===== src/logic/ssfc_pkg.sv =====
// Constants for the switching-regulator sequencing and fault control block.
// Assumes a 50 MHz pclk and APB register access with 32-bit data.
package ssfc_pkg;

  // Regulator index: 0 main (A), 1 small (B), 2 large (C)
  localparam int NREG = 3;

  // Clock and switching-frequency settings
  localparam int CLK_HZ      = 50_000_000;
  localparam int FSW_B_LO_HZ = 500_000;
  localparam int FSW_B_MD_HZ = 750_000;
  localparam int FSW_B_HI_HZ = 1_000_000;
  localparam logic [6:0] DIV_LO = 7'(CLK_HZ / FSW_B_LO_HZ);
  localparam logic [6:0] DIV_MD = 7'(CLK_HZ / FSW_B_MD_HZ);
  localparam logic [6:0] DIV_HI = 7'(CLK_HZ / FSW_B_HI_HZ);

  // Strap encodings
  localparam logic [1:0] STRAP_5V   = 2'h0;
  localparam logic [1:0] STRAP_REF  = 2'h1;
  localparam logic [1:0] STRAP_GND  = 2'h2;
  localparam logic [1:0] STRAP_SYNC = 2'h3;

  // Soft-start and blanking lengths in switching cycles
  localparam logic [11:0] SS_LEN_A    = 12'h4B0;
  localparam logic [11:0] SS_LEN_B    = 12'h708;
  localparam logic [11:0] SS_LEN_C    = 12'h384;
  localparam logic [11:0] BLANK_LEN_AC = 12'h5DC;
  localparam logic [11:0] BLANK_LEN_B  = 12'hBB8;
  localparam logic [4:0]  STEP_CYC_A  = 5'h0C;
  localparam logic [4:0]  STEP_CYC_B  = 5'h18;
  localparam logic [4:0]  STEP_CYC_C  = 5'h18;

  // APB register map
  localparam logic [7:0] ADDR_CTRL   = 8'h00;
  localparam logic [7:0] ADDR_STATUS = 8'h04;
  localparam logic [7:0] ADDR_CLKSEL = 8'h08;
  localparam logic [2:0] CTRL_RESET  = 3'h7;

  // Switching phase of one regulator
  typedef enum logic [2:0] {
    PH_IDLE = 3'b001,
    PH_ON   = 3'b010,
    PH_OFF  = 3'b100
  } ssfc_phase_t;

  function automatic logic [11:0] ss_len(input int i);
    ss_len = (i == 0) ? SS_LEN_A : (i == 1) ? SS_LEN_B : SS_LEN_C;
  endfunction : ss_len

  function automatic logic [11:0] blank_len(input int i);
    blank_len = (i == 1) ? BLANK_LEN_B : BLANK_LEN_AC;
  endfunction : blank_len

  function automatic logic [4:0] step_cyc(input int i);
    step_cyc = (i == 0) ? STEP_CYC_A : (i == 1) ? STEP_CYC_B : STEP_CYC_C;
  endfunction : step_cyc

endpackage : ssfc_pkg


===== src/logic/ssfc_top.sv =====
// Sequencing, soft-start, power-good and fault control for three regulators.
// Assumes comparator inputs synchronous to pclk and an APB master.
//
// Summary of operation
// - Strap picks A/C and B switching frequency
// - Sync strap: B at sync, A/C half
// - A soft-start: step per 12 cycles, 1200
// - C soft-start: step per 24 cycles, 900
// - B soft-start completes after 1800 cycles
// - UV monitor after 1500/3000 cycle blanking
// - Power-on clears latches, low gates low
// - Bias lockout inhibits all switching
// - A starts on bias ok and enable
// - B/C need both lockouts, shutdown, enable
// - Bias loss stops B/C, nodes high-Z
// - A disabled: both gates low
// - B/C disabled: switch node high-Z
// - Zero crossing ends low-side on-time
// - Zero-cross comparators per regulator type
// - Skip: on-time ends feedback and idle
// - Power-good low shutdown, standby, soft-start
// - Power-good window, low on undervoltage
// - Overvoltage latches, holds low-side on
// - Bias cycle or enable toggle clears
// - Undervoltage latches, gates low, shutdown
// - Thermal latch stops all, shutdown clears
//
// Implementation choices: register access over APB and the register offsets.
`timescale 1ns/1ps
module ssfc_top (
  // Clock and reset
  input  wire logic        pclk,
  input  wire logic        presetn,
  // APB slave
  input  wire logic        psel,
  input  wire logic        penable,
  input  wire logic        pwrite,
  input  wire logic [7:0]  paddr,
  input  wire logic [31:0] pwdata,
  output logic      [31:0] prdata,
  output logic             pready,
  output logic             pslverr,
  // System pins
  input  wire logic [1:0]  strap_a,
  input  wire logic        ext_sync,
  input  wire logic        bias_por,
  input  wire logic        bias_lockout,
  input  wire logic        internal_reg_supply_ok,
  input  wire logic        shutdown_n,
  input  wire logic        enable_main_reg,
  input  wire logic        enable_small_reg,
  input  wire logic        enable_large_reg,
  input  wire logic        thermal_trip,
  // Analog comparators, index 0 main, 1 small, 2 large
  input  wire logic [2:0]  overvoltage_trip,
  input  wire logic [2:0]  undervoltage_trip,
  input  wire logic [2:0]  window_ok,
  input  wire logic [2:0]  fb_above,
  input  wire logic [2:0]  idle_cur_above,
  input  wire logic [2:0]  zero_cross,
  // Gate drives and switch nodes
  output logic             main_high_gate,
  output logic             main_low_gate,
  output logic      [1:0]  int_high_gate,
  output logic      [1:0]  int_low_gate,
  output logic      [1:0]  internal_switch_node_en,
  output logic      [23:0] ss_target,
  // Open-drain power-good pins
  input  wire logic [2:0]  power_good_in,
  output logic      [2:0]  power_good_o,
  output logic      [2:0]  power_good_oe
);

  localparam int NREG_L = ssfc_pkg::NREG;

  logic [6:0]  div_q;
  logic        b_tick_q;
  logic        half_q;
  logic        sync_prev_q;
  logic [2:0]  en_prev_q;
  logic        sd_prev_q;
  logic        therm_q;
  logic [2:0]  ov_q;
  logic [2:0]  uv_q;
  logic [2:0]  sw_en_q;
  logic [11:0] cyc_q  [NREG_L];
  logic [4:0]  stc_q  [NREG_L];
  logic [7:0]  code_q [NREG_L];
  ssfc_pkg::ssfc_phase_t ph_q [NREG_L];
  logic [2:0]  hs_q;
  logic [2:0]  ls_q;
  logic [2:0]  drv_q;
  logic [2:0]  pg_oe_q;
  logic [31:0] prdata_q;
  logic        pready_q;
  logic        pslverr_q;

  logic [2:0]  en_pin;
  logic [2:0]  en_v;
  logic [2:0]  lock_ok;
  logic [2:0]  run;
  logic [2:0]  tick;
  logic [2:0]  ss_done;
  logic [2:0]  blank_done;
  logic [2:0]  en_fall;
  logic [6:0]  div_len;
  logic        ac_tick;
  logic        standby;
  logic        bias_ok;
  logic        sd_rise;
  logic        apb_acc;
  logic        addr_ok;
  // Fault entry in the current cycle
  logic [2:0]  ov_set;
  logic [2:0]  uv_set;
  logic [2:0]  stop;
  logic [2:0]  clamp;
  logic        hot;

  // Run conditions and switching ticks
  always_comb begin
    en_pin  = {enable_large_reg, enable_small_reg, enable_main_reg};
    en_v    = en_pin & sw_en_q;
    bias_ok = bias_por & ~bias_lockout;
    standby = ~|en_pin;
    sd_rise = shutdown_n & ~sd_prev_q;
    en_fall = en_prev_q & ~en_pin;
    ac_tick = b_tick_q & half_q;
    for (int i = 0; i < NREG_L; i++) begin
      // A needs only the bias; B and C also their supply and shutdown_n high
      if (i == 0) begin
        lock_ok[i] = bias_ok;
      end else begin
        lock_ok[i] = bias_ok & internal_reg_supply_ok & shutdown_n;
      end
      run[i]        = en_v[i] & lock_ok[i] & ~ov_q[i] & ~uv_q[i] & ~therm_q;
      tick[i]       = (i == 1) ? b_tick_q : ac_tick;
      ss_done[i]    = cyc_q[i] >= ssfc_pkg::ss_len(i);
      blank_done[i] = cyc_q[i] >= ssfc_pkg::blank_len(i);
    end
    case (strap_a)
      ssfc_pkg::STRAP_5V:  div_len = ssfc_pkg::DIV_LO;
      ssfc_pkg::STRAP_REF: div_len = ssfc_pkg::DIV_MD;
      default:             div_len = ssfc_pkg::DIV_HI;
    endcase
  end

  // Faults seen this cycle, so drives react one clock after the comparator
  always_comb begin
    hot = bias_por & thermal_trip;
    for (int i = 0; i < NREG_L; i++) begin
      ov_set[i] = run[i] & overvoltage_trip[i];
      uv_set[i] = run[i] & blank_done[i] & undervoltage_trip[i];
      stop[i]   = ~run[i] | ov_set[i] | uv_set[i] | hot;
      clamp[i]  = (ov_q[i] | ov_set[i]) & en_v[i] & bias_ok & ~therm_q & ~hot;
    end
  end

  // Switching clock: internal divider or external sync edges
  always_ff @(posedge pclk or negedge presetn) begin
    if (!presetn) begin
      div_q       <= 7'h00;
      b_tick_q    <= 1'b0;
      half_q      <= 1'b0;
      sync_prev_q <= 1'b0;
    end else begin
      sync_prev_q <= ext_sync;
      // Sync strap: one switching cycle per rising sync edge
      if (strap_a == ssfc_pkg::STRAP_SYNC) begin
        div_q    <= 7'h00;
        b_tick_q <= ext_sync & ~sync_prev_q;
      end else if (div_q >= div_len - 7'h01) begin
        div_q    <= 7'h00;
        b_tick_q <= 1'b1;
      end else begin
        div_q    <= div_q + 7'h01;
        b_tick_q <= 1'b0;
      end
      if (b_tick_q) begin
        half_q <= ~half_q;
      end
    end
  end

  // Edge history of enables and shutdown
  always_ff @(posedge pclk or negedge presetn) begin
    if (!presetn) begin
      en_prev_q <= 3'h0;
      // High so a released shutdown is no false rising edge
      sd_prev_q <= 1'b1;
    end else begin
      en_prev_q <= en_pin;
      sd_prev_q <= shutdown_n;
    end
  end

  // Fault latches; a new trip wins over a clear in the same cycle
  always_ff @(posedge pclk or negedge presetn) begin
    if (!presetn) begin
      ov_q    <= 3'h0;
      uv_q    <= 3'h0;
      therm_q <= 1'b0;
    end else begin
      for (int i = 0; i < NREG_L; i++) begin
        if (ov_set[i]) begin
          ov_q[i] <= 1'b1;
        end else if (!bias_por || en_fall[i]) begin
          ov_q[i] <= 1'b0;
        end
        if (uv_set[i]) begin
          uv_q[i] <= 1'b1;
        end else if (!bias_por || en_fall[i]) begin
          uv_q[i] <= 1'b0;
        end
      end
      // Thermal clears on a shutdown rising edge once cool, or on bias_por low
      if (hot) begin
        therm_q <= 1'b1;
      end else if (!bias_por || (sd_rise && !thermal_trip)) begin
        therm_q <= 1'b0;
      end
    end
  end

  // Soft-start and blanking counters, cleared whenever not running
  always_ff @(posedge pclk or negedge presetn) begin
    if (!presetn) begin
      for (int i = 0; i < NREG_L; i++) begin
        cyc_q[i]  <= 12'h000;
        stc_q[i]  <= 5'h00;
        code_q[i] <= 8'h00;
      end
    end else begin
      for (int i = 0; i < NREG_L; i++) begin
        if (!run[i]) begin
          cyc_q[i]  <= 12'h000;
          stc_q[i]  <= 5'h00;
          code_q[i] <= 8'h00;
        end else if (tick[i]) begin
          // Blanking count stops at its end, never wraps
          if (!blank_done[i]) begin
            cyc_q[i] <= cyc_q[i] + 12'h001;
          end
          if (!ss_done[i]) begin
            if (stc_q[i] == ssfc_pkg::step_cyc(i) - 5'h01) begin
              stc_q[i]  <= 5'h00;
              code_q[i] <= code_q[i] + 8'h01;
            end else begin
              stc_q[i] <= stc_q[i] + 5'h01;
            end
          end
        end
      end
    end
  end

  // Per-regulator switching phase and gate drives
  always_ff @(posedge pclk or negedge presetn) begin
    if (!presetn) begin
      for (int i = 0; i < NREG_L; i++) begin
        ph_q[i] <= ssfc_pkg::PH_IDLE;
      end
      hs_q  <= 3'h0;
      ls_q  <= 3'h0;
      drv_q <= 3'h0;
    end else begin
      for (int i = 0; i < NREG_L; i++) begin
        // A fault seen this cycle stops the drives at once
        if (stop[i]) begin
          ph_q[i]  <= ssfc_pkg::PH_IDLE;
          hs_q[i]  <= 1'b0;
          // Enable low wins over the clamp, so B/C switch nodes float and both A gates go low
          ls_q[i]  <= clamp[i];
          drv_q[i] <= clamp[i];
        end else begin
          drv_q[i] <= 1'b1;
          case (ph_q[i])
            ssfc_pkg::PH_IDLE: begin
              ls_q[i] <= 1'b0;
              if (tick[i] && !fb_above[i]) begin
                ph_q[i] <= ssfc_pkg::PH_ON;
                hs_q[i] <= 1'b1;
              end
            end
            ssfc_pkg::PH_ON: begin
              if ((fb_above[i] && idle_cur_above[i]) || tick[i]) begin
                ph_q[i] <= ssfc_pkg::PH_OFF;
                hs_q[i] <= 1'b0;
                ls_q[i] <= 1'b1;
              end
            end
            ssfc_pkg::PH_OFF: begin
              if (zero_cross[i]) begin
                ph_q[i] <= ssfc_pkg::PH_IDLE;
                ls_q[i] <= 1'b0;
              end else if (tick[i] && !fb_above[i]) begin
                ph_q[i] <= ssfc_pkg::PH_ON;
                hs_q[i] <= 1'b1;
                ls_q[i] <= 1'b0;
              end
            end
            default: begin
              ph_q[i] <= ssfc_pkg::PH_IDLE;
              hs_q[i] <= 1'b0;
              ls_q[i] <= 1'b0;
            end
          endcase
        end
      end
    end
  end

  // Power-good: release only in window after soft-start
  always_ff @(posedge pclk or negedge presetn) begin
    if (!presetn) begin
      pg_oe_q <= 3'h7;
    end else begin
      for (int i = 0; i < NREG_L; i++) begin
        if (!shutdown_n || standby || !run[i] || !ss_done[i] || hot) begin
          pg_oe_q[i] <= 1'b1;
        end else if (undervoltage_trip[i] || overvoltage_trip[i]) begin
          pg_oe_q[i] <= 1'b1;
        end else if (window_ok[i]) begin
          pg_oe_q[i] <= 1'b0;
        end
      end
    end
  end

  // APB slave, no wait states on any access
  always_comb begin
    apb_acc = psel & penable & pready_q;
    addr_ok = (paddr == ssfc_pkg::ADDR_CTRL) || (paddr == ssfc_pkg::ADDR_STATUS)
           || (paddr == ssfc_pkg::ADDR_CLKSEL);
  end

  always_ff @(posedge pclk or negedge presetn) begin
    if (!presetn) begin
      pready_q  <= 1'b0;
      pslverr_q <= 1'b0;
      prdata_q  <= 32'h0000_0000;
      sw_en_q   <= ssfc_pkg::CTRL_RESET;
    end else begin
      pready_q  <= psel & ~penable;
      pslverr_q <= psel & ~penable & ~addr_ok;
      // Read data latched at setup, held until the next read
      if (psel && !penable && !pwrite) begin
        case (paddr)
          ssfc_pkg::ADDR_CTRL:   prdata_q <= {29'h0, sw_en_q};
          ssfc_pkg::ADDR_STATUS: prdata_q <= {13'h0, ~pg_oe_q, therm_q, uv_q, ov_q,
                                              ss_done, blank_done, run};
          ssfc_pkg::ADDR_CLKSEL: prdata_q <= {23'h0, div_len, strap_a};
          default:               prdata_q <= 32'h0000_0000;
        endcase
      end
      if (apb_acc && pwrite && paddr == ssfc_pkg::ADDR_CTRL) begin
        sw_en_q <= pwdata[2:0];
      end
    end
  end

  // Outputs straight from flip-flops
  assign prdata                  = prdata_q;
  assign pready                  = pready_q;
  assign pslverr                 = pslverr_q;
  assign main_high_gate          = hs_q[0];
  assign main_low_gate           = ls_q[0];
  assign int_high_gate           = hs_q[2:1];
  assign int_low_gate            = ls_q[2:1];
  assign internal_switch_node_en = drv_q[2:1];
  assign ss_target               = {code_q[2], code_q[1], code_q[0]};
  // Open drain: level fixed low, enable pulls the pin
  assign power_good_o            = 3'h0;
  assign power_good_oe           = pg_oe_q;

endmodule : ssfc_top


===== config.mk =====
export PLATFORM = sky130hd
export DESIGN_NAME = ssfc_top
export DESIGN_NICKNAME = d
export VERILOG_FILES = /design/src/logic/ssfc_pkg.sv /design/src/logic/ssfc_top.sv
export SDC_FILE = /design/constraint.sdc
export NUM_CORES = 1
export LEC_CHECK = 0
export BUFFER_PORTS_ARGS = -buffer_cell sky130_fd_sc_hd__buf_4
export CORE_ASPECT_RATIO = 1.5
export CORE_MARGIN = 3
export CORE_UTILIZATION = 30
export CTS_CLUSTER_DIAMETER = 40
export DETAILED_ROUTE_END_ITERATION = 6
export PLACE_DENSITY = 0.46
export SLEW_MARGIN = 30
export SYNTH_ARGS = -nofsm -noshare
export SYNTH_HDL_FRONTEND = slang
export SYNTH_SLANG_ARGS = --single-unit
export TNS_END_PERCENT = 100

===== constraint.sdc =====
create_clock -name pclk -period 5.54 [get_ports pclk]
set_input_delay 0.831 -clock pclk [delete_from_list [all_inputs] [get_ports pclk]]
set_output_delay 0.831 -clock pclk [all_outputs]
set_load 0.005 [all_outputs]

==> reports/results.txt, run 1 <==
Total Power -> 2.50 mW
Hold Crit Class -> in -> async
RSZ-0062 raised after global routing -> false
Leakage -> 3.81 nW
Filler Cell Count -> 2471
First-pass GRT wire length -> 32.2 mm
Cell Rows -> 69
Startpoint Class -> flip-flop
Number of port buffers -> 100
Synth warnings -> 0
Gr usage total -> 15.5%
RePlAce Congestion -> 0.778
Relative slew slack -> 36.8%
Final Setup Violations -> 0
I/O pin cnt -> 149
Core area -> 23700 µm²
Drt total wl -> 19.7 mm
Synth cell types -> 63
CTS Hold Buffers Added -> 0
CTS Sinks -> 140
Clock slew at reported path FFs -> 0.06 ns
Met1 Wirelength -> 8.25 mm
Resize count post-CTS -> 0
DRC Markers -> 0
Final Skew -> 0.0127 ns
Max frequency -> 0.341 GHz
Top layer in use -> met4
FFs w/ async S/R, synth -> 100%
Total grt overflow -> 0
EDFF count, synth -> 0
Setup TNS -> 0 ns
CTS root buf -> clkbuf_16
Crit path DAT -> 3.28 ns
Synth area leader -> dfrtp_1
Register area share after synthesis -> 48.3%
Reg2Reg Setup Slack -> 2.60 ns
Worst-Margin Slew -> 0.943 ns
Vias per cell -> 4.93
CP max FO -> 12
Final worst-path cycle share -> 53.0%
Synth top area cells -> dfrtp_1 (45%), nor2_1 (4.9%), dfstp_2 (3.6%)
Post-DP HPWL -> 14.4 mm
ANT nets after route -> 0
Chip width -> 133 µm
Final Hold Vio Count -> 0
Vias -> 5921
Number of global-route vias before repair -> 5971
Clk Latency, worst-skew pair -> 0.42 ns
TritonCTS clock tree -> yes
#FFs+latches synth -> 140
Syn Inst Count -> 766
R2R Path End -> ss_target[21]
Post CTS Setup Buffer Count -> 0
Slew Limit Fails -> 0
Crit path time final -> 2.94 ns
Main synth FF type -> dfrtp_1
DIE AREA -> 26200 µm²
Pin count of the biggest net entering global routing -> 89
Max-Cap Viols -> 0
R2r startpoint -> b_tick_q
Peak supply drop -> 213 µV
Syn avg cell area -> 9.50 µm²
Reg2Reg Depth -> 5
Met2 wire length -> 10.4 mm
Synth top area share -> 44.7%
Initial antenna violation count -> 1
Initial drt markers -> 292
Share of layout cells above drive strength 1 -> 18.5%
Pwr Density -> 279 nW/µm²
Num CTS Buffers -> 17
Outcome -> completed
TritonRoute pass-1 iters -> 5
Initial Utilization -> 30.7%
DR WL/cell -> 16.4 µm
Met3 routed wirelength -> 723 µm
WP data required -> 5.88 ns
Clk buf depth -> 2
Final-stage net count -> 965
Area of the mapped netlist -> 7280 µm²
H-tree Lvls -> 4
Crit path capture type -> flip-flop
Layout Area Growth over Synthesis -> 23.3%
Die extent in y -> 197 µm
Path type of the worst setup path -> reg -> reg
sequential cells by signal, summed over array words and instances (netlist names), 7 cells and up:
register and cells:
ph_q 9, prdata 19, stc_q 15, cyc_q 36
div_q 7, ss_target 24
routing by layer:
layer  global-route usage, %  up-vias
met5                       0        -
met3                    3.42       12
met4                    5.57        0
li1                        -     2895
met1                    18.3     2904
met2                    27.6      110
synth_stat cells, types with 3 or more instances:
cell / count
a21oi_1: 43
a221o_1: 3
a22o_1: 5
a31o_2: 3
a31oi_1: 9
and2_1: 4
and3_1: 8
and3b_1: 6
buf_4: 16
clkbuf_1: 21
dfrtp_1: 130
dfstp_2: 10
ha_1: 19
inv_1: 30
mux2_2: 4
mux2i_1: 11
nand2_1: 60
nand2b_1: 11
nand3_1: 35
nand3b_1: 4
nand4_1: 19
nand4b_1: 3
nor2_1: 95
nor2b_1: 11
nor3_1: 26
nor3b_1: 5
nor4_1: 12
nor4b_1: 4
o211ai_1: 4
o21a_1: 5
o21ai_0: 38
o221ai_1: 3
o31ai_1: 4
or2_2: 3
or3_1: 15
or4_1: 4
xnor2_1: 30
xor2_1: 17
critical path, cell delays in order, from the launching register on:
cell     delay (ns)
dfrtp_1        0.75
nand2_1        0.41
or2_2          0.42
or4_1          0.67
or4_1          0.46
a21oi_1        0.15
stage by stage:
stage | instances | hold slack [ns] | setup WS [ns] | cell area (µm²) | util (%)
floorplan | 782 | 0.462 | 2.88 | 7340 | -
CTS | 1201 | 0.491 | 2.58 | 8970 | 37.8
global route | 1202 | 0.507 | 2.50 | 8970 | 37.8
global placement | 1169 | 0.470 | 2.35 | 8330 | 35.1
finish | 1202 | 0.466 | 2.60 | 8970 | 37.8
detailed placement | 1169 | 0.477 | 2.34 | 8330 | 35.1
power breakdown:
group	switching (mW)	leakage [nW]	internal, mW
registers	0.0335	1.90	1.04
logic	0.108	1.60	0.0759
clock network	0.450	0.306	0.790
total	0.591	3.81	1.91
final cells by class:
cell class / instances / area, µm² / share of cell area, %
clock inverter: 10 / 163 / 1.81
sequential: 140 / 3520 / 39.2
inverter: 30 / 113 / 1.26
tap: 319 / 399 / 4.45
multi-input combinational: 574 / 3510 / 39.1
antenna: 1 / 2.50 / 0.0279
timing repair buffer: 106 / 800 / 8.91
clock buffer: 22 / 474 / 5.29
worst max-delay path by stage:
stage	from	to	slack (ns)	depth (start not counted)
2_1_floorplan	bias_lockout	ls_q[0]	2.88	6
4_1_cts	b_tick_q	ss_target[21]	2.58	5
6_report	b_tick_q	ss_target[21]	2.60	5
5_1_grt	b_tick_q	ss_target[21]	2.50	5
3_5_place_dp	bias_por	ls_q[0]	2.34	6
3_3_place_gp	bias_por	ls_q[0]	2.35	6
placed cells by master (no fill, tap or decap), drive strengths merged, types with 5 or more instances in the layout:
cell / count
buf: 106
nor3: 27
dfstp: 10
nand2b: 11
nor4: 12
or3: 15
mux2i: 11
inv: 30
a31oi: 9
o21ai: 38
nor2b: 11
o21a: 5
conb: 18
xor2: 17
nand4: 19
or4: 5
nor3b: 6
clkbuf: 22
xnor2: 30
a22o: 5
and3: 8
nand2: 60
and3b: 6
nor2: 95
nand3: 35
a21oi: 43
ha: 19
dfrtp: 130
cell families (layout without fill, tap and decap cells):
logic type | Yosys count | count (layout) | synth area share, %
simple gates | 335 | 335 | 23.7
flops | 140 | 140 | 48.3
other cells | 2 | 19 | 0.103
fa+ha+maj | 19 | 19 | 3.27
mux | 15 | 15 | 2.13
xor+xnor | 47 | 47 | 5.66
compound gates | 140 | 140 | 12.4
buf+inv | 68 | 168 | 4.44
Power figures use the tool's default switching activity.
==> inputs of run 2 (changes only) <==
- PLACE_DENSITY: 0.46 -> 0.48
- clock period: 5.54 -> 2.4 ns (I/O delays scaled with it)
==> run 2 against run 1 <==
Compared with the run above:
- power is 140% higher
- maximum frequency is 28% higher
- clock power grew 140%
- clock-buffer cell count decreased by 3
- clock skew decreased by 0.0039 ns
- core utilization up 0.88 points
- cell count grew 1.8%
- global-route usage is 0.072 points lower
- critical endpoint is now ph_q[8]
==> reports/results.txt, run 2 (synthesis gave the netlist of run 1 again) <==
Chip width -> 133 µm (unchanged)
Final Hold Vio Count -> 0 (unchanged)
Final-stage net count -> 987 (was 965)
Layout Area Growth over Synthesis -> 26.1% (was 23.3%)
Hold Crit Class -> in -> reg (was in -> async)
Worst-Margin Slew -> 0.761 ns (was 0.943 ns)
Dpl cells -> 1190 (was 1169)
TritonCTS clock tree -> yes (unchanged)
Leakage -> 3.94 nW (was 3.81 nW)
Finished Core Util -> 38.7% (was 37.8%)
P_int -> 4.49 mW (was 1.91 mW)
Final Skew -> 0.00885 ns (was 0.0127 ns)
Clk Latency, worst-skew pair -> 0.43 ns (was 0.42 ns)
Setup TNS -> 0 ns (unchanged)
Cell Rows -> 69 (unchanged)
First-pass GRT wire length -> 32.2 mm (about the same)
Number of port buffers -> 100 (unchanged)
CTS Sinks -> 140 (unchanged)
Slew Limit Fails -> 0 (unchanged)
Max frequency -> 0.437 GHz (was 0.341 GHz)
Most common cell after layout, fill and taps aside -> dfrtp_1 (unchanged)
RePlAce Congestion -> 0.798 (was 0.778)
WP data required -> 2.74 ns (was 5.88 ns)
Met3 usage -> 3.22% (was 3.42%)
Crit path DAT -> 2.63 ns (was 3.28 ns)
DRC Markers -> 0 (unchanged)
Seq pwr share -> 41.5% (was 43.0%)
Path type of the worst setup path -> reg -> reg (unchanged)
Pin count of the biggest net entering global routing -> 51 (was 89)
Post CTS Setup Buffer Count -> 0 (unchanged)
Startpoint Class -> flip-flop (unchanged)
CTS Hold Buffers Added -> 1 (was 0)
CTS root buf -> clkbuf_16 (unchanged)
Final Setup Violations -> 0 (unchanged)
DR WL/cell -> 16.2 µm (was 16.4 µm)
Share of layout cells above drive strength 1 -> 20.5% (was 18.5%)
Resize count post-CTS -> 0 (unchanged)
Most frequent cells in the layout -> dfrtp_1 (130), buf_4 (124), nor2_1 (95) (was dfrtp_1 (130), buf_4 (105), nor2_1 (95))
Gate power share -> 8.3% (was 7.3%)
Fin area -> 9180 µm² (was 8970 µm²)
Initial antenna violation count -> 1 (unchanged)
Total grt overflow -> 0 (unchanged)
I/O pin cnt -> 149 (unchanged)
GRT met1 Usage -> 18.4% (was 18.3%)
Initial Utilization -> 30.7% (unchanged)
Die extent in y -> 197 µm (unchanged)
Clk buf depth -> 2 (unchanged)
Number of global-route vias before repair -> 5960 (was 5971)
Crit path capture type -> flip-flop (unchanged)
Clock slew at reported path FFs -> 0.06 ns (about the same)
Drt total wl -> 19.8 mm (was 19.7 mm)
Post-DP HPWL -> 14.6 mm (was 14.4 mm)
Gr usage total -> 15.4% (was 15.5%)
Dpl cell area -> 8510 µm² (was 8330 µm²)
Pwr Density -> 643 nW/µm² (was 279 nW/µm²)
Core area -> 23700 µm² (unchanged)
Clock group share of total power -> 50.3% (was 49.6%)
Final worst-path cycle share -> 95.3% (was 53.0%)
ANT nets after route -> 0 (unchanged)
H-tree Lvls -> 4 (unchanged)
Peak supply drop -> 498 µV (was 213 µV)
Reg with most FFs -> cyc_q (unchanged)
DIE AREA -> 26200 µm² (unchanged)
Filler Cell Count -> 2381 (was 2471)
Vias -> 5942 (was 5921)
RSZ-0062 raised after global routing -> false (unchanged)
Crit path time final -> 2.29 ns (was 2.94 ns)
Initial drt markers -> 314 (was 292)
M2 GR Usage -> 27.5% (was 27.6%)
Max-Cap Viols -> 0 (unchanged)
Non-Filler Instances -> 1224 (was 1202)
WHS -> 0.0495 ns (was 0.466 ns)
Sw Share -> 23.9% (was 23.6%)
CP max FO -> 5 (was 12)
Vias per cell -> 4.85 (was 4.93)
Busiest layer in global routing -> met2 (unchanged)
Max FFs per register -> 36 (unchanged)
P_sw -> 1.41 mW (was 591 µW)
Num CTS Buffers -> 17 (unchanged)
TritonRoute pass-1 iters -> 5 (unchanged)
Relative slew slack -> 48.7% (was 36.8%)
Outcome -> completed (unchanged)
run 2: changes by cell type in the layout (fill, tap and decap cells not counted), sizes merged:
cell         previous run  this run
buf                   106       127
bufinv                  4         5
clkbuf                 22        19
clkinvlp                2         1
dlygate4sd3             0         1
inv                    30        33
run 2: worst max-delay path, stage by stage (launching register included):
cell and delay, ns:
dfrtp_1 0.42, or3b_4 0.44, or4_4 0.52, a2111oi_4 0.43, buf_4 0.21, nor3b_1 0.18
run 2: power groups by stage:
| stage | combinational (mW) | clock (mW) | sequential [mW] |
|---|---|---|---|
| 3_3_place_gp | 0.493 | 0 | 2.49 |
| 2_1_floorplan | 0.258 | 0 | 2.49 |
| 6_report | 0.488 | 2.97 | 2.45 |
| 4_1_cts | 0.499 | 3.04 | 2.45 |
| 5_1_grt | 0.549 | 3.13 | 2.45 |
| 3_5_place_dp | 0.497 | 0 | 2.49 |
run 2: worst paths after layout:
path | start | endpoint | slack, ns | cells past startpoint
worst max-delay path | therm_q | ph_q[8] | 0.11 | 5
min in group asynchronous | presetn | div_q[2] | 0.45 | 2
max in group asynchronous | presetn | power_good_oe[2] | 1.21 | 3
worst min register to register | prdata[16] | prdata[16] | 0.47 | 2
worst min-delay path | ext_sync | sync_prev_q | 0.05 | 1
worst max register to register | therm_q | ph_q[8] | 0.11 | 5
run 2: cell type report:
class	instances	area [µm²]	area share (%)
clock buffer	19	443	4.82
sequential	140	3520	38.3
tap	319	399	4.35
antenna	1	2.50	0.0273
timing repair buffer	128	992	10.8
clock inverter	13	211	2.30
multi-input combinational	574	3500	38.2
inverter	30	113	1.23
run 2: per-stage QoR:
stage | power (mW) | worst slack, ns
final | 5.90 | 0.114
after global routing | 6.14 | 0.0319
after CTS | 5.99 | 0.0874
after detailed placement | 2.99 | 0.0373
after global placement | 2.98 | 0.0895
after floorplan | 2.75 | 0.142
run 2: metal layers:
layer / vias up / wire length, µm
met5: - / 0
met4: 0 / 218
met3: 17 / 682
met2: 104 / 10500
met1: 2881 / 8380
li1: 2940 / -
